### config.mk
export PLATFORM = sky130hd
export DESIGN_NAME = dbgtc_top
export DESIGN_NICKNAME = d
export VERILOG_FILES = /design/src/pkg/dbgtc_pkg.sv /design/src/rtl/dbgtc_top.sv /design/src/rtl/dbgtc_cmp_a.sv
export SDC_FILE = /design/constraint.sdc
export NUM_CORES = 1
export LEC_CHECK = 0
export ABC_CLOCK_PERIOD_IN_PS = 9350
export BUFFER_PORTS_ARGS = -buffer_cell sky130_fd_sc_hd__clkbuf_2
export CAP_MARGIN = 20
export CORE_ASPECT_RATIO = 1.75
export CORE_MARGIN = 3
export CORE_UTILIZATION = 37
export DETAILED_ROUTE_END_ITERATION = 6
export HOLD_SLACK_MARGIN = 0.08
export PLACE_DENSITY = 0.6
export SLEW_MARGIN = 10
export SYNTH_ARGS = -nofsm -noshare
export SYNTH_HDL_FRONTEND = slang
export SYNTH_SLANG_ARGS = --single-unit
### constraint.sdc
create_clock -name i_mclk -period 9.35 [get_ports i_mclk]
set_input_delay 1.4025 -clock i_mclk [delete_from_list [all_inputs] [get_ports i_mclk]]
set_output_delay 1.4025 -clock i_mclk [all_outputs]
set_load 0.01 [all_outputs]
### src/pkg/dbgtc_pkg.sv
package dbgtc_pkg;

  // Register offsets on the plain register port.
  localparam logic [3:0] OFF_CMP_A_LOW   = 4'h1;
  localparam logic [3:0] OFF_TRACE_HIGH  = 4'h6;
  localparam logic [3:0] OFF_TRACE_LOW   = 4'h7;
  localparam logic [3:0] OFF_CMP_A_EXT   = 4'h8;
  localparam logic [3:0] OFF_TRACE_EXT   = 4'hb;

  // Field positions in the comparator A extension register.
  localparam int DIR_EN_BIT  = 7;
  localparam int DIR_VAL_BIT = 6;
  localparam int PAGE_BIT    = 5;
  localparam int ADDR16_BIT  = 0;

  // Writable bits of the extension register; others read as zero.
  localparam logic [7:0] EXT_MASK  = 8'he1;
  localparam logic [7:0] RST_VALUE = 8'h00;

  // Address layout of the core bus.
  localparam int ADDR_W = 17;
  localparam int PAGE_W = 3;
  localparam int OFFS_W = 14;

  // Trace word layout: extension, high, low bytes.
  localparam int WORD_W = 24;

endpackage : dbgtc_pkg

### src/rtl/dbgtc_top.sv
// Decided for this implementation: the strobed register port.
`timescale 1ns/100ps
// What this block does
// - The low-byte port returns the low byte of the current trace word.
// - Reading the low-byte port advances the read pointer one word.
// - In event-only modes only the low byte carries content.
// - Extension bit 7 includes bus direction in the match.
// - Extension bit 6 picks write (0) or read (1) cycles.
// - The direction value is ignored while bit 7 is clear.
// - Extension bit 5 must equal the paged-access flag.
// - Paged accesses compare page index joined to address bits 13:0.
// - Non-paged accesses compare a zero-extended or linear address.
// - Extension bit 0 is the expected address bit 16.
// - End-run reset, enable set, start trigger clear: settings kept.
// - The low compare byte gives expected address bits 7:0.
// - The high-byte port returns bits 15:8 without advancing.
module dbgtc_top #(
  parameter int DEPTH = 8
) (
  // Clock and reset.
  input  wire logic        i_mclk,
  input  wire logic        i_rst_b,
  // Register port.
  input  wire logic [3:0]  i_addr,
  input  wire logic [7:0]  i_wdata,
  input  wire logic        i_wr,
  input  wire logic        i_rd,
  output logic      [7:0]  o_rdata,
  // Trace capture from the rest of the debug module.
  input  wire logic        i_trace_push,
  input  wire logic [23:0] i_trace_word,
  input  wire logic        i_event_only,
  // Debug module controls.
  input  wire logic        i_debug_module_enable,
  input  wire logic        i_trigger_at_start,
  input  wire logic        i_end_run_reset,
  // Core bus being monitored.
  input  wire logic [15:0] i_cpu_addr,
  input  wire logic [16:0] i_linear_addr,
  input  wire logic        i_linear_sel,
  input  wire logic [2:0]  i_page,
  input  wire logic        i_paged,
  input  wire logic        i_read,
  // Results.
  output logic             o_match_a,
  output logic [7:0]       o_level
);

  localparam int PW = $clog2(DEPTH);

  logic [23:0]   mem_q [DEPTH];
  logic [PW-1:0] wptr_q;
  logic [PW-1:0] rptr_q;
  logic [7:0]    count_q;
  logic [7:0]    low_bits_q;
  logic [7:0]    ext_q;
  logic [7:0]    rdata_q;
  logic          keep_q;
  logic [23:0]   cur_word;
  logic          pop;
  logic          push;
  logic          wr_low;
  logic          wr_ext;
  logic [7:0]    rd_mux;

  // Decoding of register accesses.
  assign wr_low   = i_wr && (i_addr == dbgtc_pkg::OFF_CMP_A_LOW);
  assign wr_ext   = i_wr && (i_addr == dbgtc_pkg::OFF_CMP_A_EXT);
  assign pop      = i_rd && (i_addr == dbgtc_pkg::OFF_TRACE_LOW)
                 && (count_q != 8'h00);
  assign push     = i_trace_push && (count_q != 8'(DEPTH));
  assign cur_word = mem_q[rptr_q];

  // Read data selection; event-only words give zero high bytes.
  always_comb begin
    if (i_addr == dbgtc_pkg::OFF_TRACE_LOW) begin
      rd_mux = cur_word[7:0];
    end else if (i_addr == dbgtc_pkg::OFF_TRACE_HIGH) begin
      rd_mux = i_event_only ? 8'h00 : cur_word[15:8];
    end else if (i_addr == dbgtc_pkg::OFF_TRACE_EXT) begin
      rd_mux = i_event_only ? 8'h00 : cur_word[23:16];
    end else if (i_addr == dbgtc_pkg::OFF_CMP_A_LOW) begin
      rd_mux = low_bits_q;
    end else if (i_addr == dbgtc_pkg::OFF_CMP_A_EXT) begin
      rd_mux = ext_q & dbgtc_pkg::EXT_MASK;
    end else begin
      rd_mux = 8'h00;
    end
  end

  // Read data registered one cycle after the strobe.
  always_ff @(posedge i_mclk or negedge i_rst_b) begin
    if (!i_rst_b) begin
      rdata_q <= 8'h00;
    end else begin
      rdata_q <= i_rd ? rd_mux : 8'h00;
    end
  end
  assign o_rdata = rdata_q;

  // Trace storage; the array has no reset so it maps to memory.
  always_ff @(posedge i_mclk) begin
    if (push) begin
      mem_q[wptr_q] <= i_trace_word;
    end
  end

  // Pointers and level; the low-byte read moves to the next word.
  always_ff @(posedge i_mclk or negedge i_rst_b) begin
    if (!i_rst_b) begin
      wptr_q  <= '0;
      rptr_q  <= '0;
      count_q <= 8'h00;
    end else begin
      if (push) begin
        wptr_q <= PW'(wptr_q + 1'b1);
      end
      if (pop) begin
        rptr_q <= PW'(rptr_q + 1'b1);
      end
      count_q <= 8'(count_q + {7'h00, push} - {7'h00, pop});
    end
  end
  assign o_level = count_q;

  // The end-run condition is sampled each clock, so a later reset can
  // tell whether the settings should survive it.
  always_ff @(posedge i_mclk) begin
    keep_q <= i_end_run_reset && i_debug_module_enable
           && !i_trigger_at_start;
  end

  // Settings registers: cleared by the reset pin only when no end-run
  // hold was captured. The hold is a plain sampled bit, not an async
  // load, so the reset value stays constant when it applies.
  always_ff @(posedge i_mclk) begin
    if (!i_rst_b && !keep_q) begin
      low_bits_q <= dbgtc_pkg::RST_VALUE;
      ext_q      <= dbgtc_pkg::RST_VALUE;
    end else if (i_rst_b) begin
      if (wr_low) begin
        low_bits_q <= i_wdata;
      end
      if (wr_ext) begin
        ext_q <= i_wdata & dbgtc_pkg::EXT_MASK;
      end
    end
  end

  // Comparator A.
  dbgtc_cmp_a u_cmp_a (
    .i_low_bits    (low_bits_q),
    .i_ext         (ext_q),
    .i_cpu_addr    (i_cpu_addr),
    .i_linear_addr (i_linear_addr),
    .i_linear_sel  (i_linear_sel),
    .i_page        (i_page),
    .i_paged       (i_paged),
    .i_read        (i_read),
    .o_match       (o_match_a)
  );
endmodule : dbgtc_top

### src/rtl/dbgtc_cmp_a.sv
`timescale 1ns/100ps
// Comparator A: forms the 17-bit core address and qualifies the match.
module dbgtc_cmp_a (
  // Settings.
  input  wire logic [7:0]  i_low_bits,
  input  wire logic [7:0]  i_ext,
  // Core bus.
  input  wire logic [15:0] i_cpu_addr,
  input  wire logic [16:0] i_linear_addr,
  input  wire logic        i_linear_sel,
  input  wire logic [2:0]  i_page,
  input  wire logic        i_paged,
  input  wire logic        i_read,
  // Result.
  output logic             o_match
);

  logic [16:0] core_addr;
  logic        addr_ok;
  logic        dir_ok;
  logic        page_ok;

  // Paged fetches splice the page index over the window offset.
  assign core_addr = i_paged ? {i_page, i_cpu_addr[13:0]}
                   : i_linear_sel ? i_linear_addr
                   : {1'b0, i_cpu_addr};
  // Only bit 16 and the low byte are compared in this block; the middle
  // byte belongs to the high comparator elsewhere.
  assign addr_ok = (core_addr[7:0] == i_low_bits)
                 && (core_addr[16] ==
                     i_ext[dbgtc_pkg::ADDR16_BIT]);
  // The value bit is read only behind the enable bit.
  assign dir_ok  = !i_ext[dbgtc_pkg::DIR_EN_BIT]
                 || (i_read == i_ext[dbgtc_pkg::DIR_VAL_BIT]);
  assign page_ok = (i_paged == i_ext[dbgtc_pkg::PAGE_BIT]);
  assign o_match = addr_ok && dir_ok && page_ok;

endmodule : dbgtc_cmp_a

==> impl_metrics.ini <==
[status]
status = finished clean

[yosys]
synth.net_count = 614
ys_warn_count = 0
synth_area_leader = sky130_fd_sc_hd__edfxtp_1
synth-simple-area-share_pct = 4.64
synthDistinctLibCells = 38
ys_ff_latch = 227
post_synth_inst_count = 515
async_reset_ff_share_pct = 9.69
synth_common_cells = sky130_fd_sc_hd__edfxtp_1 (192), sky130_fd_sc_hd__mux2i_1 (48), sky130_fd_sc_hd__mux4_2 (42)
synth_compound_area_share_pct = 2.57
synthMuxAreaShare_pct = 16.1
synthAdderAreaFrac_pct = 2.10
synth_top_family_by_area = multiplexers
yosys.cell_count.top_type = sky130_fd_sc_hd__edfxtp_1
dominant_cells_by_area_after_synthesis = sky130_fd_sc_hd__edfxtp_1 (62%), sky130_fd_sc_hd__mux4_2 (10%), sky130_fd_sc_hd__dfrtp_1 (5.9%), sky130_fd_sc_hd__mux2i_1 (5.2%), sky130_fd_sc_hd__dfxtp_1 (2.8%)
post_synth_instance_area_um2 = 9300
yosys_most_used_dff = sky130_fd_sc_hd__edfxtp_1
synth_top_area_share_pct = 62.0
synth_enable_flop_cells = 192
post_synth_xor_area_fraction_pct = 1.98
syn_area_per_cell_um2 = 18.1
sequential_area_share_after_synthesis_pct = 70.7

[worst_setup_path]
critical_path.top_delay_family = simple AND/OR/NAND/NOR gates
cp.depth = 7
cp-start-kind = input port
timing.rr.end = o_level[6]$_DFF_PN0_
worst-path-buf-inv = 2
crit-reg2reg-launch = o_level[4]$_DFF_PN0_
reg2regPathDepth = 15
arrival_ns = 3.24
worst-path-max-fanout = 9
critical_path.most_common_cell = sky130_fd_sc_hd__clkbuf_2
max_stage_delay_ns = 0.71
criticalPathCategory = input port to output pin
timing.critical_path.slowest_stage_cell = sky130_fd_sc_hd__nor2b_1
end_kind = output pin
worstPathCellList = clkbuf_2 -> nor2b_1 -> mux2i_1 -> xor2_1 -> nand4_1 -> nor4_1 -> clkbuf_2
critPathRequiredTime_ns = 7.95
ff2ff_setup_slack_ns = 6.22

[global_routing]
antenna_found_initial = 0
grt_pass1_wl_mm = 30.3
pin_count_of_the_biggest_net_entering_global_routing = 55
grtUsageTotal_pct = 14.4
overflow = 0
grt_pass1_vias = 5245

[sta]
unrepaired_setup_endpoints_after_global_routing = false
max_slew_margin_pct = 32.6
setup-violations-final = 0
post-route-min-period_ns = 4.64
hold_viol = 0
final.period_utilization_pct = 49.6
clock_skew_ns = 0.0130
drv_slew = 0
transition_time_at_the_pin_with_the_least_slew_margin_ns = 1.00
fmax_ghz = 0.216
tns_ns = 0

[floorplan]
core_area_um2 = 24700
fp-row-count = 76
fp.dieW_um = 126
top_level_ports = 101
die_footprint_um2 = 27100
die_height_um = 216
initial_utilization_pct = 37.6

[cells_and_area]
antenna_cells_inserted = 0
layoutNonFillerInstCount = 927
finish.net_count = 702
syn2layout_area_growth_pct = 15.4
fill_cells = 2159
finish.instance_area_um2 = 10700
layout-drive-gt1-share_pct = 27.2

[flow_run]
drv_cap = 0

[drt]
drtPass1Iterations = 6
drtIter0Drc = 220
drc_errors = 0
drt_via_density = 5.15
dr_total_vias = 4774
aggregate_routed_wire_length_mm = 19.3
ant_nets = 0
detail_route.wl_per_cell_um = 20.8

[clock_network]
number_of_buffers_inserted_by_hold_repair_at_cts = 0
level_count_of_the_clock_h_tree = 1
clock_tree_from_tritoncts = yes
post-cts-setup-buffer-count = 0
clk_root_buffer_cell = sky130_fd_sc_hd__clkbuf_16
clk_pin_slew_worst_paths_ns = 0.07
post_cts_resize_count = 0
cts_sinks = 227
cts_buffer_depth = 3
cts_made_buffers = 20
clock_insertion_delay_worst_skew_ns = 0.50

[min_path]
hold_path_startpoint = wptr_q[0]$_DFFE_PN0P_
hold_class = register to register
worstHoldPathCells = 1
whs_endpoint = wptr_q[0]$_DFFE_PN0P_

[power_and_ir_drop]
vdd.ir_drop.worst_v = 0.000142
leakage_nw = 3.84
power.density_nw_per_um2 = 279

[placed_design]
dpl_cell_area_um2 = 10100
portBuffers = 82
dpl.cell_count = 891
place_congestion = 0.896
estimated_wirelength_of_the_detail_placed_design_mm = 12.6
flip-flops by register name (all words and copies together) (netlist names):
name        flops
mem_q         192
low_bits_q      8
o_level         8
o_rdata         8
ext_q           4
rptr_q          3
wptr_q          3
keep_q          1
per-layer routing:
| layer | vias to the layer above | track usage [%] | share of wire [%] |
|---|---|---|---|
| met4 | 0 | 5.15 | 2.8 |
| li1 | 2195 | - | - |
| met1 | 2420 | 16.3 | 38 |
| met2 | 128 | 27.1 | 54 |
| met5 | - | 0 | 0 |
| met3 | 31 | 2.38 | 4.9 |
power by group:
part           switching [mW]  total [mW]  internal, mW
sequential             0.0890        1.36          1.27
clock                   0.344       0.799         0.455
combinational           0.445       0.833         0.389
cell type report:
| class | count | area [um2] | area share [%] |
|---|---|---|---|
| flip-flops and latches | 227 | 6580 | 61.3 |
| inverters | 11 | 41.3 | 0.385 |
| multi-input cells | 256 | 2610 | 24.3 |
| clock buffers | 29 | 576 | 5.36 |
| clock inverters | 5 | 53.8 | 0.501 |
| repair buffers | 87 | 480 | 4.48 |
| well taps | 312 | 390 | 3.64 |
cell families after synthesis:
logic type                 after synthesis
muxes                                   94
xor gates and xnor gates                21
and+or+nand+nor                         90
buffers and inverters                   32
adders and majority gates               15
DFF                                    227
AOI/OAI and AO/OA                       36
layout by cell type (no fill, tap or decap), drive strengths merged, types with 4 or more instances in the layout:
cell type / Yosys / layout
a21oi: 15 / 15
a22oi: 5 / 5
and3: 4 / 4
buf: 12 / 5
clkbuf: 9 / 111
dfrtp: 22 / 22
dfxtp: 13 / 13
edfxtp: 192 / 192
ha: 14 / 14
inv: 11 / 11
mux2i: 48 / 48
mux4: 44 / 44
nand2: 21 / 21
nand2b: 11 / 11
nand3: 4 / 4
nand4: 4 / 4
nor2: 31 / 31
nor2b: 4 / 4
nor3: 4 / 4
o21ai: 4 / 4
o221ai: 4 / 4
o311a: 4 / 4
xnor2: 6 / 6
xor2: 15 / 15
worst max path at each step:
stage,endpoint,slack (ns),start
after floorplan,mem_q[1][0]$_DFFE_PP_,5.32,i_trace_push
after global placement,o_match_a,4.69,i_paged
after detailed placement,o_match_a,4.63,i_paged
after CTS,o_match_a,4.65,i_paged
after global routing,o_match_a,4.53,i_paged
final,o_match_a,4.71,i_paged
metrics by stage:
| stage | hold WS [ns] | setup WS (ns) | power (mW) | util, % |
|---|---|---|---|---|
| 6_report | 0.524 | 4.71 | 2.99 | 43.4 |
| 5_1_grt | 0.572 | 4.53 | 3.15 | 43.4 |
| 4_1_cts | 0.531 | 4.65 | 3.02 | 43.2 |
| 3_5_place_dp | 0.522 | 4.63 | 2.22 | 40.7 |
| 3_3_place_gp | 0.502 | 4.69 | 2.19 | 40.7 |
| 2_1_floorplan | 0.450 | 5.32 | 1.97 | - |
Note: power is estimated with default switching activity, not from simulation.
